--- config.mk ---
export PLATFORM = sky130hd
export DESIGN_NAME = ltt_top
export DESIGN_NICKNAME = d
export VERILOG_FILES = /design/src/pkg/ltt_pkg.sv /design/src/rtl/ltt_top.sv /design/src/rtl/ltt_lane_map.sv
export SDC_FILE = /design/constraint.sdc
export NUM_CORES = 1
export LEC_CHECK = 0
export BUFFER_PORTS_ARGS = -buffer_cell sky130_fd_sc_hd__buf_2
export CAP_MARGIN = 0
export CORE_ASPECT_RATIO = 1.75
export CORE_MARGIN = 3
export CORE_UTILIZATION = 50
export CTS_CLUSTER_DIAMETER = 30
export DETAILED_ROUTE_END_ITERATION = 12
export HOLD_SLACK_MARGIN = 0.06
export PLACE_DENSITY_LB_ADDON = 0.05
export SLEW_MARGIN = 20
export SYNTH_ARGS = -nofsm -noshare
export SYNTH_HDL_FRONTEND = slang
export SYNTH_HIERARCHICAL = 1
export SYNTH_SLANG_ARGS = --single-unit
--- constraint.sdc ---
create_clock -name i_mclk -period 3.6 [get_ports i_mclk]
set_input_delay 0.18 -clock i_mclk [delete_from_list [all_inputs] [get_ports i_mclk]]
set_output_delay 0.18 -clock i_mclk [all_outputs]
set_load 0.03 [all_outputs]
--- src/pkg/ltt_pkg.sv ---
// Constants for lane mapping and training timers
package ltt_pkg;
  localparam int NUM_LANES = 4;
  localparam int LANE_W = 10;
  localparam int CLK_PERIOD_NS = 10;
  localparam int T_IDLE_MS = 1;
  localparam int T_IDLE_SIM_NS = 800;
  localparam int T_MID_MS = 24;
  localparam int T_MID_SIM_NS = 1600;
  localparam int T_LONG_MS = 48;
  localparam int T_LONG_SIM_NS = 3200;
  localparam int NS_PER_MS = 1000000;
  localparam int CYC_IDLE = T_IDLE_MS * NS_PER_MS / CLK_PERIOD_NS;
  localparam int CYC_IDLE_SIM = T_IDLE_SIM_NS / CLK_PERIOD_NS;
  localparam int CYC_MID = T_MID_MS * NS_PER_MS / CLK_PERIOD_NS;
  localparam int CYC_MID_SIM = T_MID_SIM_NS / CLK_PERIOD_NS;
  localparam int CYC_LONG = T_LONG_MS * NS_PER_MS / CLK_PERIOD_NS;
  localparam int CYC_LONG_SIM = T_LONG_SIM_NS / CLK_PERIOD_NS;
  localparam int SETS_POLL = 1024;
  localparam int SETS_POLL_SIM = 48;
  localparam int CNT_W = 24;
  localparam logic [3:0] ST_DETECT = 4'h0;
  localparam logic [3:0] ST_POLLING = 4'h1;
  localparam logic [3:0] ST_CONFIG = 4'h2;
  localparam logic [3:0] ST_L0 = 4'h3;
  localparam logic [3:0] ST_RECOVERY = 4'h4;
  localparam logic [3:0] ST_LOOPBACK = 4'h5;
endpackage

--- src/rtl/ltt_top.sv ---
// Training timers and state sequencing with lane mapping
`timescale 1ns/1ps
module ltt_top #(
  parameter bit         SIM_SHORTEN = 1'b0,
  parameter int         CYC_IDLE_N  = ltt_pkg::CYC_IDLE,
  parameter int         CYC_MID_N   = ltt_pkg::CYC_MID,
  parameter int         CYC_LONG_N  = ltt_pkg::CYC_LONG
) (
  input  wire logic                                           i_mclk,
  input  wire logic                                           i_sys_rst,
  input  wire logic                                           i_flip_lanes,
  input  wire logic [ltt_pkg::NUM_LANES*ltt_pkg::LANE_W-1:0] i_phy_data,
  input  wire logic [ltt_pkg::NUM_LANES-1:0]                  i_lane_used,
  input  wire logic                                           i_cfg_done,
  input  wire logic                                           i_rx_detected,
  input  wire logic                                           i_ts_sent,
  input  wire logic                                           i_ts_rx_ok,
  input  wire logic                                           i_eios_rx,
  input  wire logic                                           i_idle_seen,
  input  wire logic                                           i_loopback_req,
  input  wire logic                                           i_retrain,
  input  wire logic                                           i_no_train,
  output logic      [ltt_pkg::NUM_LANES*ltt_pkg::LANE_W-1:0] o_lane_data,
  output logic      [ltt_pkg::NUM_LANES-1:0]                  o_chan_pd,
  output logic      [3:0]                                     o_ltssm_state,
  output logic                                                o_timeout,
  output logic                                                o_idle_expired
);
  typedef enum {S_DETECT, S_POLL_ACT, S_POLL_CFG, S_CFG_LW, S_L0, S_RCV_LOCK, S_RCV_CFG, S_LOOPBACK} st_t;

  localparam int IDLE_LIM = SIM_SHORTEN ? ltt_pkg::CYC_IDLE_SIM : CYC_IDLE_N;
  localparam int MID_LIM  = SIM_SHORTEN ? ltt_pkg::CYC_MID_SIM  : CYC_MID_N;
  localparam int LONG_LIM = SIM_SHORTEN ? ltt_pkg::CYC_LONG_SIM : CYC_LONG_N;
  localparam int SET_LIM  = SIM_SHORTEN ? ltt_pkg::SETS_POLL_SIM : ltt_pkg::SETS_POLL;
  localparam logic [ltt_pkg::CNT_W-1:0] IDLE_L = IDLE_LIM[ltt_pkg::CNT_W-1:0];
  localparam logic [ltt_pkg::CNT_W-1:0] MID_L  = MID_LIM[ltt_pkg::CNT_W-1:0];
  localparam logic [ltt_pkg::CNT_W-1:0] LONG_L = LONG_LIM[ltt_pkg::CNT_W-1:0];
  localparam logic [ltt_pkg::CNT_W-1:0] SET_L  = SET_LIM[ltt_pkg::CNT_W-1:0];
  localparam logic [ltt_pkg::CNT_W-1:0] ONE    = 24'h00_0001;

  // ******************************************************
  // Input synchroniser for i_cfg_done
  // ******************************************************
  logic [2:0] cfg_sync_ff;
  logic [2:0] nxt_cfg_sync_ff;
  logic       cfg_ok;
  logic       cfg_ok_ff;
  logic       nxt_cfg_ok_ff;
  always_comb begin
    nxt_cfg_sync_ff = {cfg_sync_ff[1:0], i_cfg_done};
    // Level only changes once the two late stages agree
    cfg_ok          = (cfg_sync_ff[2] == cfg_sync_ff[1]) ? cfg_sync_ff[2] : cfg_ok_ff;
    nxt_cfg_ok_ff   = cfg_ok;
  end
  always_ff @(posedge i_mclk) begin
    if (i_sys_rst) begin
      cfg_sync_ff <= 3'h0;
      cfg_ok_ff   <= 1'b0;
    end else begin
      cfg_sync_ff <= nxt_cfg_sync_ff;
      cfg_ok_ff   <= nxt_cfg_ok_ff;
    end
  end

  // ******************************************************
  // Lane mapping
  // ******************************************************
  ltt_lane_map u_map (
    .i_mclk      (i_mclk),
    .i_sys_rst   (i_sys_rst),
    .i_flip      (i_flip_lanes),
    .i_phy_data  (i_phy_data),
    .i_lane_used (i_lane_used),
    .o_lane_data (o_lane_data),
    .o_chan_pd   (o_chan_pd)
  );

  // ******************************************************
  // State machine and timers
  // ******************************************************
  st_t                     st_ff;
  st_t                     nxt_st_ff;
  logic [ltt_pkg::CNT_W-1:0] tmr_ff;
  logic [ltt_pkg::CNT_W-1:0] nxt_tmr_ff;
  logic [ltt_pkg::CNT_W-1:0] set_ff;
  logic [ltt_pkg::CNT_W-1:0] nxt_set_ff;
  logic [ltt_pkg::CNT_W-1:0] idle_ff;
  logic [ltt_pkg::CNT_W-1:0] nxt_idle_ff;
  logic                    idle_run_ff;
  logic                    nxt_idle_run_ff;
  logic                    to_ff;
  logic                    nxt_to_ff;
  logic                    exp_ff;
  logic                    nxt_exp_ff;
  logic [3:0]              enc_ff;
  logic [3:0]              nxt_enc_ff;

  function automatic logic [ltt_pkg::CNT_W-1:0] lim_of(input st_t s);
    unique case (s)
      S_POLL_ACT, S_CFG_LW, S_RCV_LOCK: lim_of = MID_L;
      S_POLL_CFG, S_RCV_CFG:            lim_of = LONG_L;
      default:                          lim_of = '0;
    endcase
  endfunction

  function automatic logic [3:0] enc_of(input st_t s);
    unique case (s)
      S_DETECT:               enc_of = ltt_pkg::ST_DETECT;
      S_POLL_ACT, S_POLL_CFG: enc_of = ltt_pkg::ST_POLLING;
      S_CFG_LW:               enc_of = ltt_pkg::ST_CONFIG;
      S_L0:                   enc_of = ltt_pkg::ST_L0;
      S_RCV_LOCK, S_RCV_CFG:  enc_of = ltt_pkg::ST_RECOVERY;
      S_LOOPBACK:             enc_of = ltt_pkg::ST_LOOPBACK;
    endcase
  endfunction

  logic tmo;
  logic sets_done;
  assign tmo       = (lim_of(st_ff) != '0) && (tmr_ff >= lim_of(st_ff) - ONE);
  assign sets_done = (set_ff >= SET_L);

  always_comb begin
    nxt_st_ff = st_ff;
    unique case (st_ff)
      // Training waits for configuration, whether done before or after release
      S_DETECT:   if (cfg_ok && i_rx_detected) nxt_st_ff = S_POLL_ACT;
      S_POLL_ACT: if (sets_done && i_ts_rx_ok) nxt_st_ff = S_POLL_CFG;
                  else if (tmo) nxt_st_ff = S_DETECT;
      S_POLL_CFG: if (i_ts_rx_ok) nxt_st_ff = S_CFG_LW;
                  else if (tmo) nxt_st_ff = S_DETECT;
      S_CFG_LW:   if (i_no_train || i_ts_rx_ok) nxt_st_ff = S_L0;
                  else if (tmo) nxt_st_ff = S_DETECT;
      S_L0:       if (i_loopback_req) nxt_st_ff = S_LOOPBACK;
                  else if (i_retrain) nxt_st_ff = S_RCV_LOCK;
      S_RCV_LOCK: if (i_ts_rx_ok) nxt_st_ff = S_RCV_CFG;
                  else if (tmo) nxt_st_ff = S_DETECT;
      S_RCV_CFG:  if (i_ts_rx_ok) nxt_st_ff = S_L0;
                  else if (tmo) nxt_st_ff = S_DETECT;
      S_LOOPBACK: if (exp_ff) nxt_st_ff = S_DETECT;
    endcase
    if (!cfg_ok) nxt_st_ff = S_DETECT;

    nxt_tmr_ff = (nxt_st_ff != st_ff) ? '0 : tmr_ff + ONE;
    nxt_set_ff = (st_ff != S_POLL_ACT || nxt_st_ff != S_POLL_ACT) ? '0 :
                 (i_ts_sent && !sets_done) ? set_ff + ONE : set_ff;
    nxt_to_ff  = tmo && (nxt_st_ff == S_DETECT);

    // Loopback slave idle interval
    nxt_idle_run_ff = idle_run_ff;
    nxt_idle_ff     = idle_ff;
    nxt_exp_ff      = 1'b0;
    if (st_ff != S_LOOPBACK) begin
      nxt_idle_run_ff = 1'b0;
      nxt_idle_ff     = '0;
    end else if (idle_run_ff) begin
      nxt_idle_ff = idle_ff + ONE;
      if (i_idle_seen || idle_ff >= IDLE_L - ONE) begin
        nxt_exp_ff      = 1'b1;
        nxt_idle_run_ff = 1'b0;
      end
    end else if (i_eios_rx) begin
      nxt_idle_run_ff = 1'b1;
      nxt_idle_ff     = '0;
    end
    nxt_enc_ff = enc_of(nxt_st_ff);
  end

  always_ff @(posedge i_mclk) begin
    if (i_sys_rst) begin
      st_ff       <= S_DETECT;
      tmr_ff      <= '0;
      set_ff      <= '0;
      idle_ff     <= '0;
      idle_run_ff <= 1'b0;
      to_ff       <= 1'b0;
      exp_ff      <= 1'b0;
      enc_ff      <= ltt_pkg::ST_DETECT;
    end else begin
      st_ff       <= nxt_st_ff;
      tmr_ff      <= nxt_tmr_ff;
      set_ff      <= nxt_set_ff;
      idle_ff     <= nxt_idle_ff;
      idle_run_ff <= nxt_idle_run_ff;
      to_ff       <= nxt_to_ff;
      exp_ff      <= nxt_exp_ff;
      enc_ff      <= nxt_enc_ff;
    end
  end

  assign o_ltssm_state  = enc_ff;
  assign o_timeout      = to_ff;
  assign o_idle_expired = exp_ff;

  // ******************************************************
  // Checks
  // ******************************************************
  a_mid_limit: assert property (@(posedge i_mclk) disable iff (i_sys_rst)
    (st_ff == S_POLL_ACT && tmr_ff == MID_L - ONE && !(sets_done && i_ts_rx_ok) && cfg_ok)
      |=> st_ff == S_DETECT ##0 o_timeout)
    else $error("mid timeout missed");
  a_long_limit: assert property (@(posedge i_mclk) disable iff (i_sys_rst)
    ((st_ff == S_POLL_CFG || st_ff == S_RCV_CFG) && tmr_ff == LONG_L - ONE && !i_ts_rx_ok && cfg_ok)
      |=> st_ff == S_DETECT)
    else $error("long timeout missed");
  a_no_early: assert property (@(posedge i_mclk) disable iff (i_sys_rst)
    o_timeout |-> $past(tmr_ff) == lim_of($past(st_ff)) - ONE)
    else $error("timeout at wrong count");
  a_set_count: assert property (@(posedge i_mclk) disable iff (i_sys_rst)
    (st_ff == S_POLL_ACT && nxt_st_ff == S_POLL_CFG) |-> set_ff == SET_L)
    else $error("left polling early");
  a_wait_cfg: assert property (@(posedge i_mclk) disable iff (i_sys_rst)
    !cfg_ok |=> o_ltssm_state == ltt_pkg::ST_DETECT)
    else $error("trained without config");
  a_det_poll: assert property (@(posedge i_mclk) disable iff (i_sys_rst)
    (st_ff == S_DETECT && cfg_ok && i_rx_detected) |=> o_ltssm_state == ltt_pkg::ST_POLLING)
    else $error("detect did not advance");
  a_idle_expire: assert property (@(posedge i_mclk) disable iff (i_sys_rst)
    (idle_run_ff && st_ff == S_LOOPBACK && idle_ff == IDLE_L - ONE) |=> o_idle_expired)
    else $error("idle interval not timed");
  a_force_l0: assert property (@(posedge i_mclk) disable iff (i_sys_rst)
    (st_ff == S_CFG_LW && i_no_train && cfg_ok) |=> o_ltssm_state == ltt_pkg::ST_L0)
    else $error("no-training not honoured");
endmodule // ltt_top

--- src/rtl/ltt_lane_map.sv ---
// Lane reversal mux between transceiver channels and logical lanes
`timescale 1ns/1ps
module ltt_lane_map (
  input  wire logic                                           i_mclk,
  input  wire logic                                           i_sys_rst,
  input  wire logic                                           i_flip,
  input  wire logic [ltt_pkg::NUM_LANES*ltt_pkg::LANE_W-1:0] i_phy_data,
  input  wire logic [ltt_pkg::NUM_LANES-1:0]                  i_lane_used,
  output logic      [ltt_pkg::NUM_LANES*ltt_pkg::LANE_W-1:0] o_lane_data,
  output logic      [ltt_pkg::NUM_LANES-1:0]                  o_chan_pd
);
  logic [ltt_pkg::NUM_LANES*ltt_pkg::LANE_W-1:0] nxt_lane_ff;
  logic [ltt_pkg::NUM_LANES*ltt_pkg::LANE_W-1:0] lane_ff;
  logic [ltt_pkg::NUM_LANES-1:0]                  nxt_pd_ff;
  logic [ltt_pkg::NUM_LANES-1:0]                  pd_ff;

  genvar g;
  generate
    for (g = 0; g < ltt_pkg::NUM_LANES; g++) begin : g_lane
      localparam int R = ltt_pkg::NUM_LANES - 1 - g;
      assign nxt_lane_ff[g*ltt_pkg::LANE_W +: ltt_pkg::LANE_W] = i_flip ?
        i_phy_data[R*ltt_pkg::LANE_W +: ltt_pkg::LANE_W] :
        i_phy_data[g*ltt_pkg::LANE_W +: ltt_pkg::LANE_W];
      // Channel carrying a used logical lane stays powered
      assign nxt_pd_ff[g] = i_flip ? ~i_lane_used[R] : ~i_lane_used[g];
    end
  endgenerate

  always_ff @(posedge i_mclk) begin
    if (i_sys_rst) begin
      lane_ff <= '0;
      pd_ff   <= '1;
    end else begin
      lane_ff <= nxt_lane_ff;
      pd_ff   <= nxt_pd_ff;
    end
  end

  assign o_lane_data = lane_ff;
  assign o_chan_pd   = pd_ff;

  a_lane_rev: assert property (@(posedge i_mclk) disable iff (i_sys_rst)
    i_flip |=> o_lane_data[ltt_pkg::LANE_W-1:0] ==
      $past(i_phy_data[(ltt_pkg::NUM_LANES-1)*ltt_pkg::LANE_W +: ltt_pkg::LANE_W]))
    else $error("reversed lane 0 wrong");
  a_lane_str: assert property (@(posedge i_mclk) disable iff (i_sys_rst)
    !i_flip |=> o_lane_data == $past(i_phy_data))
    else $error("straight mapping wrong");
  a_chan_pd: assert property (@(posedge i_mclk) disable iff (i_sys_rst)
    (!i_flip && !i_lane_used[ltt_pkg::NUM_LANES-1]) |=> o_chan_pd[ltt_pkg::NUM_LANES-1])
    else $error("unused channel powered");
endmodule // ltt_lane_map

Word-level counts from Yosys, hierarchy flattened
Cells that the tools add are included.
Word-level totals
  input bits: 56
  register bits: 159
  word-level logic and storage cells: 94
Cells by class
  add/subtract/negate cells: 4
  order comparisons: 3
  bitwise operators: 5
  equal/unequal tests: 19
  muxes and demuxes: 29
  reductions and logical operators: 22
Operator list (number)
  32-bit 2-to-1 mux: 11
  32-bit by 3-bit == test with 1-bit output, second input constant: 8
  32-bit case mux with 8 select lines: 1
  32-bit by 2-bit == test with 1-bit output, second input constant: 4
  32-bit zero test: 3
  24-bit by 1-bit adder with 24-bit output, second input constant: 3
  32-bit by 1-bit == test with 1-bit output, second input constant: 2
  32-bit by 2-bit inequality test with 1-bit output, second input constant: 2
  24-bit 2-to-1 mux: 2
  23-bit case mux with 2 select lines: 1
  10-bit 2-to-1 mux: 4
  32-bit inequality test: 1
  32-bit by 4-bit inequality test with 1-bit output, second input constant: 1
  24-bit by 11-bit >= comparator with 1-bit output, second input constant: 1
  24-bit by 17-bit >= comparator with 1-bit output, second input constant: 1
  24-bit >= comparator: 1
  4-bit case mux with 6 select lines: 1
  24-bit nonzero test: 1
  24-bit by 1-bit subtractor with 24-bit output, second input constant: 1
  2-bit OR reduction: 6
  1-bit 2-to-1 mux: 9
  3-bit OR reduction: 2
  1-bit logical AND: 5
  1-bit NOT: 5
  other kinds (4): 6

Longest topological paths before layout
  depth after elaboration: 13
  mapped depth: 15

Cells and area by module
The synthesis kept the hierarchy.
By module, submodules not included
  ltt_top: instances 1, cells an instance 621, area each 5429.0 um^2, seq. area each 2282.2 um^2
  ltt_lane_map: instances 1, cells an instance 142, area each 1607.8 um^2, seq. area each 880.8 um^2

Worst setup path after synthesis
No wires, ideal clock.
  path kind: register to register
  start point: register st_ff[7]
  end point: register set_ff[15] in the netlist's numbering
  arrival: 3.321 ns
  cell stages (with the launch flop): 16
  slack: 0.220 ns
  data required time: 3.541 ns
  cell sequence: dfxtp_1 -> nor4_4 -> nand4_4 -> or3_1 -> buf_2 -> nor2_1 -> ha_1 -> a21oi_1 -> o21ai_0 -> a221oi_1 -> or3_4 -> nand4_2 -> o211a_4 -> and4b_4 -> buf_6 -> and2_1
Between the ends
  word-level cells in the longest chain between the ends: 13
  elaborated cells on any way between the ends: 31
  classes of those cells: 1 x add/sub; 1 x order compare; 9 x eq/ne; 13 x mux; 7 x reduce/logical
RTL lines
  start: declaration: RTL line ltt_top.sv:81  | st_t st_ff;
  start signal: assignment: RTL line ltt_top.sv:179  | st_ff <= nxt_st_ff;
  32-bit by 3-bit == test with 1-bit output (tied with other cells): RTL line ltt_top.sv:99, ltt_top.sv:124
  3-bit OR reduction or 2-bit OR reduction (tied branches): RTL line ltt_top.sv:99  | unique case (s)
  23-bit case mux with 2 select lines: RTL line ltt_top.sv:99
  24-bit by 1-bit subtractor with 24-bit output: RTL line ltt_top.sv:119  | assign tmo = (lim_of(st_ff) != '0) && (tmr_ff >= lim_of(st_ff) - ONE);
  24-bit >= comparator: RTL line ltt_top.sv:119
  1-bit logical AND: RTL line ltt_top.sv:119
  32-bit 2-to-1 mux
  32-bit 2-to-1 mux (on tied branches)
  32-bit case mux with 8 select lines: RTL line ltt_top.sv:124  | unique case (st_ff)
  32-bit 2-to-1 mux: RTL line ltt_top.sv:141  | if (!cfg_ok) nxt_st_ff = S_DETECT;
  32-bit by 2-bit inequality test with 1-bit output: RTL line ltt_top.sv:144  | nxt_set_ff = (st_ff != S_POLL_ACT || nxt_st_ff != S_POLL_ACT) ? '0 :
  1-bit logical OR (*): RTL line ltt_top.sv:144
  2-bit OR reduction (no source line) (*)
  end signal: assignment: RTL line ltt_top.sv:181  | set_ff <= nxt_set_ff;
  end: declaration: RTL line ltt_top.sv:85  | logic [ltt_pkg::CNT_W-1:0] set_ff;
Mark *: on every way between the ends. The rest lies on a longest branch, timed or not.
A chain may end at the register's enable or synchronous reset.

Final worst setup path
  start point: register st_ff[9]
  end point: register set_ff[14] in the netlist's numbering
The elaborated chain is that of the path after synthesis.

==> impl_metrics.py <==
metrics = {
    "min_path": {
        "hp-class": "input pin to flop",
        "hp-start": "i_idle_seen",
        "whs_path_depth": 4,
        "hold-path-endpoint": "idle_run_ff",
    },
    "critical_path": {
        "arrival_ns": 3.82,
        "r2r-end": "set_ff[14]",
        "r2r_slack_ns": 0.14,
        "worstSetupEndpointType": "flop",
        "crit_required_ns": 3.96,
        "crit_fanout": 8,
        "start_kind": "flop",
        "critPathKind": "flop to flop",
        "r2r_start": "st_ff[9]",
        "rr_worst_depth": 15,
    },
    "sta": {
        "slew_headroom_pct": 32.6,
        "clock.fmax_mhz": 289,
        "fin_ws_ns": 0.138,
        "period_minus_slack_ns": 3.46,
        "fin_skew_ns": 0.00951,
        "slew_violations": 0,
        "tightest_slew_ns": 1.01,
        "finalCritPeriodShare_pct": 96.2,
        "hold_violations": 0,
        "setup_violations": 0,
    },
    "floorplanning": {
        "die_y_um": 163,
        "die_w_um": 95.7,
        "core_sq_um": 13600,
        "fp.dieArea_sq_um": 15600,
        "initial_utilization_pct": 51.8,
        "io_pins": 106,
        "row_count": 56,
    },
    "route": {
        "drt_iter0_drc": 208,
        "wl_per_cell_um": 15.8,
        "drt-met1-wl_um": 6580,
        "wl_met3_um": 792,
        "ant_nets": 0,
        "routed_wl_um": 17700,
        "vias": 6121,
        "drt_pre_antenna_iters": 4,
        "wl_met2_um": 9760,
        "drcViolationCount": 0,
        "routed.top_layer": "met4",
        "avgViaCountPerCell": 5.45,
    },
    "clock_network": {
        "cts_sinks": 158,
        "cts-root-buf": "clkbuf_16",
        "path_clk_slew_ns": 0.06,
        "cts_tree": "built",
        "h-tree-depth": 4,
        "numCtsBuffers": 17,
        "clk_path_buf_depth": 2,
        "insertion_delay_ns": 0.42,
    },
    "grt": {
        "gr-total-overflow": 0,
        "antenna_found_initial": 0,
        "grt_pass1_vias": 6110,
        "grt_start_max_net_pins": 58,
        "grt_pass1_wl_um": 28700,
        "grt_use_total_pct": 23.3,
    },
    "finish": {
        "seq_area_sq_um": 3160,
        "area_delta_synth_final_pct": 29.0,
        "antenna-diode-count": 0,
        "drive_gt1_share_pct": 20.7,
        "final_cells": 1124,
        "multi_input_area_sq_um": 3740,
        "mostFrequentLayoutCell": "dfxtp_1",
        "design_area_sq_um": 9080,
        "final_cell_mix": "158 x dfxtp_1, 104 x buf_2, 103 x nor2_1",
        "nFillCells": 1106,
        "finalNetCount": 1013,
    },
    "synth": {
        "ys_ff_latch": 158,
        "syn_area_per_cell_sq_um": 9.22,
        "synth_edf_count": 0,
        "synthArstFlopShare_pct": 0,
        "synthCells": 763,
        "yosys_most_used_dff": "dfxtp_1",
        "netlist-cell-type-count": 67,
        "yosysSeqAreaShare_pct": 45.0,
        "syn_area_sq_um": 7040,
        "synth_warnings": 6,
    },
    "outcome": {
        "status": "complete, no violations",
    },
    "place": {
        "post-dp-hpwl_um": 11900,
        "placed_cells": 1025,
        "pre_cts_ws_ns": 0.0252,
        "globalplace.congestion": 0.981,
        "placed_area_sq_um": 7700,
        "port-buffer-count": 104,
    },
    "pwr": {
        "ir_drop_uv": 280,
        "leakagePower_uw": 0.00385,
        "power.density_nw_per_um2": 430,
    },
    "job": {
        "cap_violations": 0,
    },
}
cells in the mapped netlist, types with 4 or more instances:
cell | instances | area [sq um]
nor3b_1 | 5 | 37.5
nand2_1 | 49 | 184
nor4_4 | 4 | 85.1
clkbuf_1 | 17 | 63.8
ha_1 | 19 | 238
nand4_1 | 20 | 125
and2_1 | 44 | 275
xor2_1 | 23 | 201
nor2_1 | 106 | 398
nor3_1 | 33 | 165
o21a_1 | 6 | 45.0
nor2b_1 | 7 | 43.8
a21o_1 | 5 | 37.5
or2_1 | 5 | 31.3
mux2i_1 | 47 | 470
a31oi_1 | 4 | 25.0
buf_2 | 5 | 25.0
o21ai_0 | 11 | 55.1
o211ai_1 | 5 | 37.5
dfxtp_1 | 158 | 3160
buf_12 | 4 | 80.1
nand3_1 | 31 | 155
nor4_1 | 9 | 56.3
inv_1 | 12 | 45.0
xnor2_1 | 13 | 114
and3_1 | 18 | 113
a21oi_1 | 32 | 160
nand2b_1 | 5 | 31.3
or3_1 | 6 | 37.5
or2_2 | 5 | 31.3
final cells by class:
class                      count  area share (%)
inverter                      12           0.496
clock buffer                  20            5.03
tap                          174            2.40
timing repair buffer         186            14.6
multi-input combinational    563            41.2
sequential                   158            34.8
clock inverter                11            1.46
report_power, final:
part | total [uW] | internal [uW] | switching, uW
registers | 1800 | 1790 | 12.3
logic | 311 | 135 | 176
clock network | 1790 | 1060 | 730
layer usage:
layer	track usage (%)	vias up
li1	-	3019
met1	23.1	2923
met2	43.3	140
met3	5.73	39
met4	11.7	0
met5	0	-
metrics by stage:
stage	hold WS [ns]	total power, uW	setup TNS [ns]	util, %
2_1_floorplan	0.261	2000	0	-
3_3_place_gp	0.398	2070	0	56.7
3_5_place_dp	0.401	2080	0	56.7
4_1_cts	0.0863	3930	0	65.5
5_1_grt	0.102	4020	-0.266	66.8
6_report	0.0984	3900	0	66.8
worst max-delay path, stage by stage (launching register included):
cell	delay, ns
dfxtp_1	0.33
nor4_4	0.33
nand4_4	0.13
buf_6	0.16
nor3_4	0.22
buf_6	0.15
and3_1	0.16
ha_1	0.25
nand4_1	0.13
nor2_1	0.08
o2bb2ai_2	0.14
o211ai_1	0.35
nand4_2	0.21
o211a_4	0.23
and4b_4	0.38
and2_1	0.15
state kept, by name (all words and copies together), names as in the netlist:
signal,flops
cfg_ok_ff,1
cfg_sync_ff,3
idle_ff,24
idle_run_ff,1
o_idle_expired,1
o_ltssm_state,3
o_timeout,1
set_ff,24
st_ff,32
tmr_ff,24
u_map/o_chan_pd,4
u_map/o_lane_data,40
worst max path at each step:
stage,from,end,cells past startpoint
6_report,st_ff[9],set_ff[14],15
5_1_grt,st_ff[9],set_ff[16],15
4_1_cts,st_ff[30],tmr_ff[3],14
3_5_place_dp,st_ff[30],tmr_ff[3],14
3_3_place_gp,st_ff[11],o_timeout,12
2_1_floorplan,st_ff[7],set_ff[15],15
cells by family (layout without fill, tap and decap cells):
family | after synthesis | count (layout) | synth area share, %
flops | 158 | 158 | 45.0
xor+xnor | 36 | 36 | 4.48
other cells | 1 | 3 | 0.0533
compound gates | 91 | 91 | 8.68
simple gates | 363 | 364 | 27.5
buf+inv | 45 | 229 | 3.75
fa+ha+maj | 19 | 19 | 3.38
mux | 50 | 50 | 7.17
what timing repair did:
item | 4_1_cts | 5_1_grt
endpoints found under the setup margin | 0 | 51
hold buffers | 61 | 0
hold endpoints to repair | 41 | 0
buffers inserted | 0 | 6
resized for setup | 0 | 24
Note: power is estimated with default switching activity, not from simulation.
